## config.mk

```make
export PLATFORM = sky130hd
export DESIGN_NAME = sub_datapath
export DESIGN_NICKNAME = d
export VERILOG_FILES = /design/src/rtl/sub_pkg.sv /design/src/rtl/sub_datapath.sv
export SDC_FILE = /design/constraint.sdc
export NUM_CORES = 1
export LEC_CHECK = 0
export ABC_AREA = 1
export ABC_CLOCK_PERIOD_IN_PS = 6500
export BUFFER_PORTS_ARGS = -buffer_cell sky130_fd_sc_hd__buf_4
export CAP_MARGIN = 20
export CORE_ASPECT_RATIO = 0.6
export CORE_MARGIN = 8
export CORE_UTILIZATION = 54
export CTS_BUF_LIST = sky130_fd_sc_hd__clkbuf_2
export DETAILED_ROUTE_END_ITERATION = 10
export PLACE_DENSITY = 0.81
export SLEW_MARGIN = 20
export SYNTH_ARGS = -nofsm -noshare
export SYNTH_HDL_FRONTEND = slang
export SYNTH_SLANG_ARGS = --single-unit
```

## constraint.sdc

```tcl
create_clock -name clk -period 6.5 [get_ports clk]
set_input_delay 0.325 -clock clk [delete_from_list [all_inputs] [get_ports clk]]
set_output_delay 0.325 -clock clk [all_outputs]
set_load 0.01 [all_outputs]
```

## src/rtl/sub_pkg.sv

```systemverilog
// package: opcodes, field layouts, phase states and carriers for the subtract datapath
package sub_pkg;
    // opcode prefixes of the three subtract operations
    localparam logic [7:0] SUB_LIT_OPC = 8'h08;        // literal_minus_acc_op, 16-bit word bits 15:8
    localparam logic [5:0] SUB_FILE_OPC = 6'h17;       // file_minus_acc_op, bits 15:10
    localparam logic [5:0] SUB_FILEB_OPC = 6'h16;      // file_minus_acc_borrow_op, bits 15:10
    // instruction word field positions
    localparam int SUB_D_BIT = 9;                      // destination select
    localparam int SUB_A_BIT = 8;                      // bank access select
    // reset values and the access bank page
    localparam logic [7:0] SUB_ACC_RST = 8'h00;
    localparam logic [3:0] SUB_BANK_RST = 4'h0;
    localparam logic [3:0] SUB_ACCESS_BANK = 4'h0;     // access bank page
    localparam logic [4:0] SUB_FLAGS_RST = 5'h00;

    // instruction phases, one quarter each
    typedef enum logic [1:0] {SUB_Q1, SUB_Q2, SUB_Q3, SUB_Q4} sub_phase_t;
    // operation kinds after decode
    typedef enum logic [1:0] {SUB_NONE, SUB_LIT, SUB_FILE, SUB_FILEB} sub_op_t;

    // status flags carrier
    typedef struct packed {
        logic neg;
        logic ovf;        // overflow_flag
        logic dcarry;     // digit_carry_flag
        logic zero;
        logic carry;
    } sub_flags_t;

    // file register access carrier
    typedef struct packed {
        logic [3:0] bank;
        logic [7:0] addr;
        logic [7:0] data;
        logic       req;
    } sub_file_t;

    // whole module state
    typedef struct packed {
        sub_phase_t phase;
        sub_op_t    op;
        logic       dest_file;
        logic [7:0] lit;
        logic [7:0] opnd;
        logic [7:0] result;
        sub_flags_t calc;
        sub_flags_t flags;
        logic [7:0] acc;
        sub_file_t  rd;
        sub_file_t  wr;
        logic       done;
    } sub_state_t;
endpackage : sub_pkg

```

## src/rtl/sub_datapath.sv

```systemverilog
// subtract datapath: operand select, borrow arithmetic, flags and destination over a 4-phase cycle
// Behaviour
// - literal minus accumulator goes to accumulator
// - file minus accumulator, minus inverted carry in the borrow form
// - destination bit 0 accumulator, 1 file
// - access bit 0 access bank, else bank select
// - one word, four phases: decode read process write
`timescale 1ns/100ps
module sub_datapath (
    // clock and reset
    input wire logic clk,
    input wire logic resetn,
    // instruction word, sampled in the decode phase
    input wire logic [15:0] instr,
    // bank select register from the core
    input wire logic [3:0] bank_select_register,
    // file register read data, valid in the process phase
    input wire logic [7:0] file_rdata,
    // file register read request
    output logic file_rd_req,
    output logic [3:0] file_rd_bank,
    output logic [7:0] file_rd_addr,
    // file register write request, one pulse in the clock after the write phase, as the phase returns to decode
    output logic file_wr_req,
    output logic [3:0] file_wr_bank,
    output logic [7:0] file_wr_addr,
    output logic [7:0] file_wr_data,
    // architectural state
    output logic [7:0] acc,
    output sub_pkg::sub_flags_t flags,
    output sub_pkg::sub_phase_t phase,
    output logic done
);
    sub_pkg::sub_state_t s_q; // registered state
    sub_pkg::sub_state_t s_d; // next state

    // subtract with borrow-in; carry out is the not-borrow
    // a carry-in of one gives the plain subtract, the borrow form passes the old carry
    // the low-nibble sum gives the digit carry with the same not-borrow sense
    function automatic sub_pkg::sub_flags_t sub_flags(input logic [7:0] a, input logic [7:0] b,
                                                      input logic cin, output logic [7:0] r);
        logic [8:0] full;
        logic [4:0] low;
        sub_pkg::sub_flags_t f;
        full = {1'b0, a} + {1'b0, ~b} + {8'h00, cin};
        low = {1'b0, a[3:0]} + {1'b0, ~b[3:0]} + {4'h0, cin};
        r = full[7:0];
        f.carry = full[8];
        f.dcarry = low[4];
        f.zero = (full[7:0] == 8'h00);
        f.neg = full[7];
        f.ovf = (a[7] != b[7]) && (full[7] != a[7]);
        return f;
    endfunction : sub_flags

    // next-state logic: one phase advance per clock
    always_comb begin
        logic [7:0] r;
        logic cin;
        sub_pkg::sub_flags_t f;
        r = 8'h00;
        s_d = s_q;
        s_d.rd.req = 1'b0;
        s_d.wr.req = 1'b0;
        s_d.done = 1'b0;
        cin = 1'b1;
        f = sub_pkg::SUB_FLAGS_RST;
        unique case (s_q.phase)
            sub_pkg::SUB_Q1: begin // decode
                s_d.phase = sub_pkg::SUB_Q2;
                s_d.lit = instr[7:0];
                s_d.dest_file = instr[sub_pkg::SUB_D_BIT];
                s_d.rd.addr = instr[7:0];
                // access bit low overrides bank select
                s_d.rd.bank = instr[sub_pkg::SUB_A_BIT] ? bank_select_register
                                                        : sub_pkg::SUB_ACCESS_BANK;
                // every word is decoded; a foreign word still runs its four phases
                if (instr[15:8] == sub_pkg::SUB_LIT_OPC) begin
                    s_d.op = sub_pkg::SUB_LIT;
                end else if (instr[15:10] == sub_pkg::SUB_FILE_OPC) begin
                    s_d.op = sub_pkg::SUB_FILE;
                end else if (instr[15:10] == sub_pkg::SUB_FILEB_OPC) begin
                    s_d.op = sub_pkg::SUB_FILEB;
                end else begin
                    s_d.op = sub_pkg::SUB_NONE; // other instructions are not ours
                end
            end
            // bank and address were latched at decode, so the read request is registered now and goes out in the process phase
            sub_pkg::SUB_Q2: begin // operand read
                s_d.phase = sub_pkg::SUB_Q3;
                s_d.rd.req = (s_q.op == sub_pkg::SUB_FILE) || (s_q.op == sub_pkg::SUB_FILEB);
            end
            sub_pkg::SUB_Q3: begin // process: data from file read arrives now
                s_d.phase = sub_pkg::SUB_Q4;
                s_d.opnd = (s_q.op == sub_pkg::SUB_LIT) ? s_q.lit : file_rdata;
                // carry acts as active-low borrow only in the borrow form
                if (s_q.op == sub_pkg::SUB_FILEB) begin
                    cin = s_q.flags.carry;
                end
                f = sub_flags(s_d.opnd, s_q.acc, cin, r);
                s_d.result = r;
                s_d.calc = f;
            end
            sub_pkg::SUB_Q4: begin // write to destination
                s_d.phase = sub_pkg::SUB_Q1;
                // a foreign word ends here with nothing committed
                if (s_q.op != sub_pkg::SUB_NONE) begin
                    s_d.flags = s_q.calc;
                    s_d.done = 1'b1;
                    if (s_q.op == sub_pkg::SUB_LIT || !s_q.dest_file) begin
                        s_d.acc = s_q.result;
                    end else begin
                        s_d.wr.req = 1'b1;
                        s_d.wr.bank = s_q.rd.bank;
                        s_d.wr.addr = s_q.rd.addr;
                        s_d.wr.data = s_q.result;
                    end
                end
            end
        endcase
    end

    // state register, synchronous reset
    // reset parks the phase at decode, so the first word after release is taken
    always_ff @(posedge clk) begin
        if (!resetn) begin
            s_q <= '0;
            s_q.phase <= sub_pkg::SUB_Q1;
            s_q.acc <= sub_pkg::SUB_ACC_RST;
            s_q.flags <= sub_pkg::SUB_FLAGS_RST;
            s_q.rd.bank <= sub_pkg::SUB_BANK_RST;
        end else begin
            s_q <= s_d;
        end
    end

    // outputs straight from the state register
    // no logic after the register, so every output is a clean flop output
    assign file_rd_req = s_q.rd.req;
    assign file_rd_bank = s_q.rd.bank;
    assign file_rd_addr = s_q.rd.addr;
    assign file_wr_req = s_q.wr.req;
    assign file_wr_bank = s_q.wr.bank;
    assign file_wr_addr = s_q.wr.addr;
    assign file_wr_data = s_q.wr.data;
    assign acc = s_q.acc;
    assign flags = s_q.flags;
    assign phase = s_q.phase;
    assign done = s_q.done;

    // checks: phase sequencing, one instruction per four clocks
    // the wrap from the write phase back to decode closes every instruction
    phase_cycle_a: assert property (@(posedge clk) disable iff (!resetn)
        phase == sub_pkg::SUB_Q4 |=> phase == sub_pkg::SUB_Q1)
        else $error("phase did not wrap");
    // commits can never come faster than one per instruction cycle
    done_spacing_a: assert property (@(posedge clk) disable iff (!resetn)
        done |=> !done [*3])
        else $error("done closer than four clocks");
    // the operand read is only requested in the process quarter
    read_phase_a: assert property (@(posedge clk) disable iff (!resetn)
        file_rd_req |-> phase == sub_pkg::SUB_Q3)
        else $error("file read outside the process phase");
    // bank choice: the access bank when the access bit is clear
    bank_access_a: assert property (@(posedge clk) disable iff (!resetn)
        phase == sub_pkg::SUB_Q1 && !instr[sub_pkg::SUB_A_BIT]
        |=> file_rd_bank == sub_pkg::SUB_ACCESS_BANK)
        else $error("access bank not used");
    // bank choice: the bank select register when the access bit is set
    bank_select_a: assert property (@(posedge clk) disable iff (!resetn)
        phase == sub_pkg::SUB_Q1 && instr[sub_pkg::SUB_A_BIT]
        |=> file_rd_bank == $past(bank_select_register))
        else $error("bank select not used");
    // literal form: acc four clocks on is the literal minus the old acc
    lit_result_a: assert property (@(posedge clk) disable iff (!resetn)
        phase == sub_pkg::SUB_Q1 && instr[15:8] == sub_pkg::SUB_LIT_OPC
        |=> ##3 acc == 8'(8'($past(instr, 4)) - $past(acc, 4)))
        else $error("literal subtract wrong");
    // literal form never writes the file, whatever the word's low opcode bits hold
    lit_no_write_a: assert property (@(posedge clk) disable iff (!resetn)
        done && s_q.op == sub_pkg::SUB_LIT |-> !file_wr_req)
        else $error("literal subtract wrote a file register");
    // file destination: a write leaves the accumulator alone
    wr_dest_a: assert property (@(posedge clk) disable iff (!resetn)
        file_wr_req |-> $past(s_q.dest_file) && $stable(acc))
        else $error("file write with accumulator destination");
    // file destination: every file-form commit with d set sends the result out
    file_dest_a: assert property (@(posedge clk) disable iff (!resetn)
        done && s_q.op != sub_pkg::SUB_LIT && s_q.dest_file
        |-> file_wr_req && file_wr_data == s_q.result)
        else $error("file destination not written");
    // accumulator destination: result lands in acc, no write pulse
    acc_dest_a: assert property (@(posedge clk) disable iff (!resetn)
        done && s_q.op != sub_pkg::SUB_LIT && !s_q.dest_file
        |-> acc == s_q.result && !file_wr_req)
        else $error("accumulator destination not honoured");
    // borrow form: the carry from before the commit acts as a not-borrow
    borrow_a: assert property (@(posedge clk) disable iff (!resetn)
        phase == sub_pkg::SUB_Q3 && s_q.op == sub_pkg::SUB_FILEB
        |=> s_q.result == 8'($past(file_rdata) - acc - {7'h00, ~flags.carry}))
        else $error("borrow subtract wrong");
    // zero and negative follow the committed result
    flag_zero_a: assert property (@(posedge clk) disable iff (!resetn)
        done |-> flags.zero == (s_q.result == 8'h00) && flags.neg == s_q.result[7])
        else $error("flags not updated");
    // carry is clear exactly when the plain file subtract borrows
    carry_a: assert property (@(posedge clk) disable iff (!resetn)
        phase == sub_pkg::SUB_Q3 && s_q.op == sub_pkg::SUB_FILE
        |=> s_q.calc.carry == ($past(file_rdata) >= acc))
        else $error("carry not the not-borrow");
    // a word that is not a subtract leaves acc and flags alone
    refused_word_a: assert property (@(posedge clk) disable iff (!resetn)
        phase == sub_pkg::SUB_Q4 && s_q.op == sub_pkg::SUB_NONE
        |=> $stable(acc) && $stable(flags) && !done && !file_wr_req)
        else $error("non-subtract word changed state");
    // main scenarios reached
    lit_cov: cover property (@(posedge clk) done && s_q.op == sub_pkg::SUB_LIT);
    fileb_cov: cover property (@(posedge clk) done && s_q.op == sub_pkg::SUB_FILEB);
    wr_cov: cover property (@(posedge clk) file_wr_req);
    acc_dest_cov: cover property (@(posedge clk)
        done && s_q.op == sub_pkg::SUB_FILE && !s_q.dest_file);
    borrow_in_cov: cover property (@(posedge clk)
        phase == sub_pkg::SUB_Q3 && s_q.op == sub_pkg::SUB_FILEB && !flags.carry);
endmodule : sub_datapath

```

# Word-level counts from Yosys, hierarchy flattened
# Index checks and enable logic that the tools add are counted.
[totals]
output_inout_bits = 50
register_bits = 66
elab_cells = 64
in_bits = 30
[classes]
reduce_logical = 13
mux = 10
bitwise_logic = 3
eq_ne = 11
addsub = 4
[ops]
columns = ["cell", "n"]
rows = [
  ["6-bit by 5-bit equality test with 1-bit output, second input constant", 2],
  ["8-bit by 8-bit adder with 9-bit output", 1],
  ["9-bit by 1-bit adder with 9-bit output", 1],
  ["3-bit AND reduction", 3],
  ["2-bit equality test, second input constant", 4],
  ["8-bit by 4-bit equality test with 1-bit output, second input constant", 1],
  ["8-bit logical NOT", 1],
  ["8-bit 2-to-1 mux", 1],
  ["8-bit NOT", 1],
  ["2-bit case mux with 4 select lines", 1],
  ["2-bit 2-to-1 mux", 3],
  ["2-bit AND reduction", 3],
  ["4-bit by 4-bit adder with 5-bit output", 1],
  ["5-bit by 1-bit adder with 5-bit output", 1],
  ["2-bit by 1-bit equality test with 1-bit output, second input constant", 2],
  ["1-bit 2-to-1 mux", 4],
  ["4-bit 2-to-1 mux", 1],
  ["4-bit NOT", 1],
  ["2-bit logical NOT", 1],
  ["1-bit logical OR", 2],
  ["1-bit != test", 2],
  ["2-bit nonzero test", 1],
  ["1-bit logical AND", 1],
  ["1-bit logical NOT", 1],
  ["1-bit NOT", 1],
]

# Logic depth before layout (Yosys ltp)
# Gate-level depths: netlist of the first run.
[depth]
ltp_word = 6
mapped_depth = 16
depth_no_buf = 16

# Worst setup path after synthesis of the first run
# OpenSTA, ideal clock, no wires.
[synth_path]
kind = "register to register"
from = "register s_q[87] in the netlist's numbering"
to = "register s_q[57] in the netlist's numbering"
stages_incl_launch_ff = 17
arrival_time_ns = 2.229
required_ns = 6.429
setup_ns = 0.071
period_less_slack_ns = 2.299
slack_ns = 4.201
cell_sequence = "dfxtp_1 -> inv_2 -> nand2_4 -> inv_2 -> nand2_1 -> nand2_1 -> fa_1 -> fa_1 -> nand2_1 -> nand2_1 -> nand3_1 -> nand2_1 -> nand2_1 -> nand2_1 -> nor2_1 -> nand2_1 -> a21oi_1"
[synth_via]
elab_chain_cells = 5
word_cells_on_any_way = 8
cone_classes = "add/sub: 2; eq/ne: 2; mux: 3; reduce/logical: 1"
[synth_rtl]
columns = ["element", "line", "source"]
rows = [
  ["start: declaration", "sub_datapath.sv:34", "sub_pkg::sub_state_t s_q;"],
  ["2-bit by 1-bit equality test with 1-bit output / 2-bit equality test (equally long branches)", "sub_datapath.sv:95, sub_datapath.sv:97", ""],
  ["8-bit 2-to-1 mux / 1-bit 2-to-1 mux (equally long branches)", "sub_datapath.sv:95, sub_datapath.sv:97", ""],
  ["8-bit by 8-bit adder with 9-bit output / 1-bit 2-to-1 mux (equally long branches)", "sub_datapath.sv:45, sub_datapath.sv:68", ""],
  ["9-bit by 1-bit adder with 9-bit output (*)", "sub_datapath.sv:45", "full = {1'b0, a} + {1'b0, ~b} + {8'h00, cin};"],
  ["8-bit logical NOT (*)", "sub_datapath.sv:50", "f.zero = (full[7:0] == 8'h00);"],
]
# Every way passes the cells marked *; elsewhere a longest branch is shown, timed or not. The select of a mux whose other input is x is not followed.
# A chain may end at the register's enable or synchronous reset.

# Worst setup path in the final report of the first run
# Same ends and word-level chain as after synthesis.

==> reports/qor.csv, run 1 <==
metric,value,unit
outcome,"complete, no violations",
dp.cells,544,
via_per_inst,5.01,
ant_nets,0,
dieArea,8880,sq um
clock_latency,0.50,ns
min_from,instr[1],
finalSetupTns,0,ns
startpoint,s_q[87]$_SDFFE_PN0N_,
grt_pass1_vias,2619,
hold_class,in2reg,
critPathLaunchType,register,
synth-async-reset-ratio,0,
post-cts-setup-buffer-count,0,
drt-total-wl,7950,um
core,5970,sq um
r2r_slack,3.89,ns
crit_type,reg2reg,
rr_worst_depth,16,
clock_skew,0.0164,ns
avgSynthCellArea,7.39,sq um
die_w,116,um
synth_nets,486,
cts_buffer_depth,2,
antenna_found_initial,0,
finalSetupViolations,0,
routabilityCongestion,0.928,
cp.arrival,3.05,ns
ys_seq_elements,65,
grt_max_degree,53,
relSlewSlack,0.603,
cts_sinks,65,
start_util,0.547,
cts_buffers,9,
hpwl,6040,um
cts_tree,built,
fmax,0.383,GHz
endpoint_kind,register,
portBuffers,79,
cp.required,6.94,ns
worstMarginPinSlew,0.595,ns
area_delta_synth_final,12.7,%
timing.rr.start,s_q[87]$_SDFFE_PN0N_,
rsz0062_at_grt,false,
synth.cell_area,3270,sq um
power_leakage,0.00187,uW
fin_crit_sh,0.402,
peakVddDrop,0.000143,V
crit_path_end,s_q[57]$_SDFFE_PN0P_,
r2r-end,s_q[57]$_SDFFE_PN0P_,
critPathMaxFanout,10,
clk_pin_slew,0.19,ns
yosys_warnings,0,
io-pin-count,80,
finalNonFillerCells,562,
nFillCells,562,
die_h,76.3,um
grt.overflow.total,0,
final_max_slew_viol_count,0,
hold_violations,0,
drt_iter0_drc,266,
firstDrtPassIters,5,
synth_ff_type,dfxtp_1,
drc,0,
period_needed,2.61,ns
drive_gt1_frac,0.220,
layout.nets,516,
power.density,313,nW/um^2
max-cap-violations,0,
gr-usage-all-layers,0.184,
holdWs,0.0277,ns
yosysUniqueCellTypes,29,
synth-edff-count,0,
htree_num_levels,3,
avgRoutedWirePerCell,14.1,um
vias,2816,
netlist_instances,442,
seq_area_frac_synth,0.398,
grt_pass1_wl,12800,um
cts-root-buf,clkbuf_2,
num_rows,22,
[cells by family after synthesis]
family | count (synthesis) | share of synthesized area
adders and majority gates | 14 | 0.0582
AOI/OAI and AO/OA | 85 | 0.137
buffers and inverters | 107 | 0.187
DFF | 65 | 0.398
and+or+nand+nor | 170 | 0.217
xor gates and xnor gates | 1 | 0.00268
[area by class of cell]
class / instances / area [sq um] / share of cell area
clock inverters: 6 / 90.1 / 0.0245
inverters: 46 / 175 / 0.0476
well taps: 84 / 105 / 0.0285
repair buffers: 80 / 603 / 0.164
flip-flops and latches: 65 / 1300 / 0.353
diodes: 1 / 2.50 / 0.000679
clock buffers: 10 / 50.0 / 0.0136
multi-input cells: 270 / 1360 / 0.368
[through the flow]
stage          setup WS [ns]   util  cell area (sq um)  power (uW)
2_1_floorplan           4.20      -               3270         776
5_1_grt                 3.68  0.616               3680        1230
4_1_cts                 3.93  0.615               3670        1160
3_5_place_dp            3.98  0.591               3530         871
3_3_place_gp            4.06  0.591               3530         861
6_report                3.89  0.617               3680        1150
[worst min-delay path by stage]
stage,endpoint,cells after the start
after global placement,flags[1]$_SDFFE_PN0P_,2
after CTS,file_rd_addr[1]$_SDFFE_PN0N_,3
final,file_rd_addr[1]$_SDFFE_PN0N_,3
after detailed placement,s_q[57]$_SDFFE_PN0P_,2
after global routing,file_rd_addr[1]$_SDFFE_PN0N_,3
after floorplan,s_q[57]$_SDFFE_PN0P_,2
[Yosys cell counts (all sizes together) (3+ instances only)]
master	number	area share
buf	51	0.12
nor2	79	0.096
nand2	70	0.086
dfxtp	65	0.40
o21ai	53	0.085
a21oi	28	0.043
ha	12	0.046
clkbuf	10	0.011
inv	45	0.052
nand3	14	0.021
o211ai	3	0.0069
[critical path: stages, from the launching register on]
cell and delay (ns):
dfxtp_1 0.48, inv_2 0.07, nand2_4 0.13, inv_2 0.09, nand2_1 0.07, nand2_1 0.06, fa_1 0.45, fa_1 0.43
nand2_1 0.08, nand2_1 0.08, nand2_1 0.10, nand2_1 0.06, nand2_1 0.08, nand3_1 0.08, nor2_1 0.10, nand2_1 0.06
a21oi_1 0.11
[report_power, final]
part           total, uW  switching [uW]  leakage, uW  internal, uW
Clock                285             155    0.0000825           130
Sequential           499            48.3     0.000529           451
Combinational        370             231      0.00125           139
[flip-flops by register name, indices dropped and copies added (netlist names)]
signal and cells:
s_q 15, acc 8, file_rd_addr 8, file_wr_addr 8, file_wr_data 8, flags 5, file_rd_bank 4, file_wr_bank 4
phase 2, done 1, file_rd_req 1, file_wr_req 1
[what timing repair did]
item / CTS / global route
endpoints found under the hold margin: 0 / 1
resized for setup: 0 / 0
hold buffers: 0 / 1
[routing by layer]
metal | vias to the layer above | global-route usage | share of wire
met4 | 0 | 0.0528 | 0.0091
li1 | 1426 | - | -
met3 | 11 | 0.0696 | 0.11
met1 | 1263 | 0.265 | 0.47
met2 | 116 | 0.243 | 0.41
met5 | - | 0 | 0
[cells in the final DEF (no fill, tap or decap), types with 10 or more instances in the layout]
| cell | count |
|---|---|
| inv_1 | 42 |
| a21oi_1 | 28 |
| buf_4 | 79 |
| o21ai_0 | 49 |
| clkbuf_2 | 10 |
| nor2_1 | 77 |
| nand2_1 | 67 |
| dfxtp_1 | 65 |
| nand3_1 | 14 |
| ha_1 | 12 |
No activity file was read; power rests on OpenSTA's default activity.
==> inputs of run 2 (changes only) <==
Settings changed: ABC_CLOCK_PERIOD_IN_PS 6500 to 2470.
Clock period 6.5 ns to 2.47 ns, I/O delays scaled along.
==> reports/qor.csv, run 2 (same netlist as run 1, synthesis figures left out) <==
metric,value,unit
io-pin-count,80,
clock_skew,0.0227,ns
min_from,file_rdata[7],
worstMarginPinSlew,0.575,ns
layout_commonest_cell,buf_4,
cts_sinks,65,
vias,2929,
critPathMaxFanout,7,
cts-root-buf,clkbuf_2,
clk_pin_slew,0.20,ns
hold_class,in2reg,
clock_latency,0.51,ns
drt_iter0_drc,212,
antenna_found_initial,0,
relSlewSlack,0.616,
fin_crit_sh,0.921,
cp.arrival,2.71,ns
hold_violations,0,
avgRoutedWirePerCell,14.4,um
core,5970,sq um
max-cap-violations,0,
timing.rr.start,s_q[87]$_SDFFE_PN0N_,
largest_register,s_q,
critPathLaunchType,register,
firstDrtPassIters,5,
area_delta_synth_final,19.8,%
htree_num_levels,3,
switchingPower,1160,uW
grt.overflow.total,0,
min_path_cells,6,
seqPwrFrac,0.419,
via_per_inst,5.01,
fmax,0.440,GHz
drive_gt1_frac,0.228,
hold_end,s_q[59]$_SDFFE_PN0P_,
drt-total-wl,8400,um
grt_max_degree,53,
peakVddDrop,0.000335,V
switching_share,0.372,
cts_buffer_depth,2,
portBuffers,79,
start_util,0.547,
grt_pass1_vias,2750,
totalPowerFinal,3120,uW
cp.required,2.90,ns
power.density,798,nW/um^2
holdWs,0.0538,ns
routabilityCongestion,0.940,
rsz0062_at_grt,false,
layout.nets,540,
r2r_slack,0.19,ns
num_rows,22,
finalSetupTns,0,ns
cts_buffers,9,
finalSetupViolations,0,
period_needed,2.28,ns
rr_worst_depth,16,
outcome,"complete, no violations",
ant_nets,0,
die_w,116,um
final_max_slew_viol_count,0,
endpoint_kind,register,
fin_util,0.655,
power_leakage,0.00197,uW
gr-usage-all-layers,0.196,
hpwl,6180,um
crit_type,reg2reg,
comb_power_share,0.341,
grt_pass1_wl,13700,um
drc,0,
cell_internal_pwr,1960,uW
diodes,0,
r2r-end,s_q[57]$_SDFFE_PN0P_,
die_h,76.3,um
power.share.clock,0.240,
cts_tree,built,
dieArea,8880,sq um
largest_register_ffs,15,
mostFrequentLayoutCells,"buf_4 (85), nor2_1 (77), nand2_1 (67)",
## run 2: changes by cell type in the layout (fill, tap and decap cells not counted), sizes merged
| cell | delta |
|---|---|
| diode | -1 |
| dlygate4sd3 | +18 |
| clkinv | +1 |
| clkinvlp | -1 |
| buf | +6 |
## run 2: critical path, cell delays in order (launching register included)
cell and delay (ns):
dfxtp_2 0.38, inv_2 0.04, nand2_4 0.09, inv_2 0.04, nand2_1 0.05, nand2_1 0.07
fa_2 0.39, fa_1 0.41, nand2_1 0.08, nand2_1 0.08, nand3_1 0.11, nand2_1 0.08
nand2_1 0.07, nand2_1 0.05, nor2_1 0.10, nand2_1 0.06, a21oi_1 0.11
## run 2: layout make-up
class,count,area (sq um)
Sequential cell,65,1310
Clock buffer,10,50.0
Tap cell,84,105
Multi-Input combinational cell,270,1360
Clock inverter,6,91.3
Fill cell,550,2060
Timing Repair Buffer,104,828
Inverter,46,175
## run 2: stage by stage
step                cell area (sq um)  std cells  worst slack [ns]
finish                           3920        585             0.195
CTS                              3900        584            0.0263
floorplan                        3270        442             0.171
global placement                 3570        549             0.166
global route                     3920        585           0.00326
detailed placement               3570        549            0.0838
## run 2: how the worst max path moves through the flow
| stage | start | end | slack (ns) | depth (start not counted) |
|---|---|---|---|---|
| 5_1_grt | s_q[87]$_SDFFE_PN0N_ | s_q[57]$_SDFFE_PN0P_ | 0.003 | 16 |
| 6_report | s_q[87]$_SDFFE_PN0N_ | s_q[57]$_SDFFE_PN0P_ | 0.19 | 16 |
| 4_1_cts | s_q[86]$_SDFFE_PN0N_ | s_q[57]$_SDFFE_PN0P_ | 0.03 | 14 |
| 3_3_place_gp | s_q[86]$_SDFFE_PN0N_ | s_q[57]$_SDFFE_PN0P_ | 0.17 | 14 |
| 2_1_floorplan | s_q[87]$_SDFFE_PN0N_ | s_q[57]$_SDFFE_PN0P_ | 0.17 | 16 |
| 3_5_place_dp | s_q[86]$_SDFFE_PN0N_ | s_q[57]$_SDFFE_PN0P_ | 0.08 | 14 |
## run 2: power by group through the flow
stage	sequential [uW]	combinational [uW]	clock [uW]
6_report	1310	1060	749
5_1_grt	1330	1190	817
4_1_cts	1300	1040	761
3_5_place_dp	1330	1010	0
3_3_place_gp	1320	988	0
2_1_floorplan	1290	751	0
## run 2: timing repair
| action | 4_1_cts | 5_1_grt |
|---|---|---|
| hold endpoints to repair | 14 | 0 |
| hold buffers | 19 | 0 |
| setup buffers | 0 | 1 |
| endpoints found under the setup margin | 0 | 4 |
| resized for setup | 0 | 4 |
## run 2: metal layers
metal,wire [um],global-route usage
met3,886,0.0854
met5,0,0
met4,78,0.0399
met1,3990,0.271
met2,3450,0.273
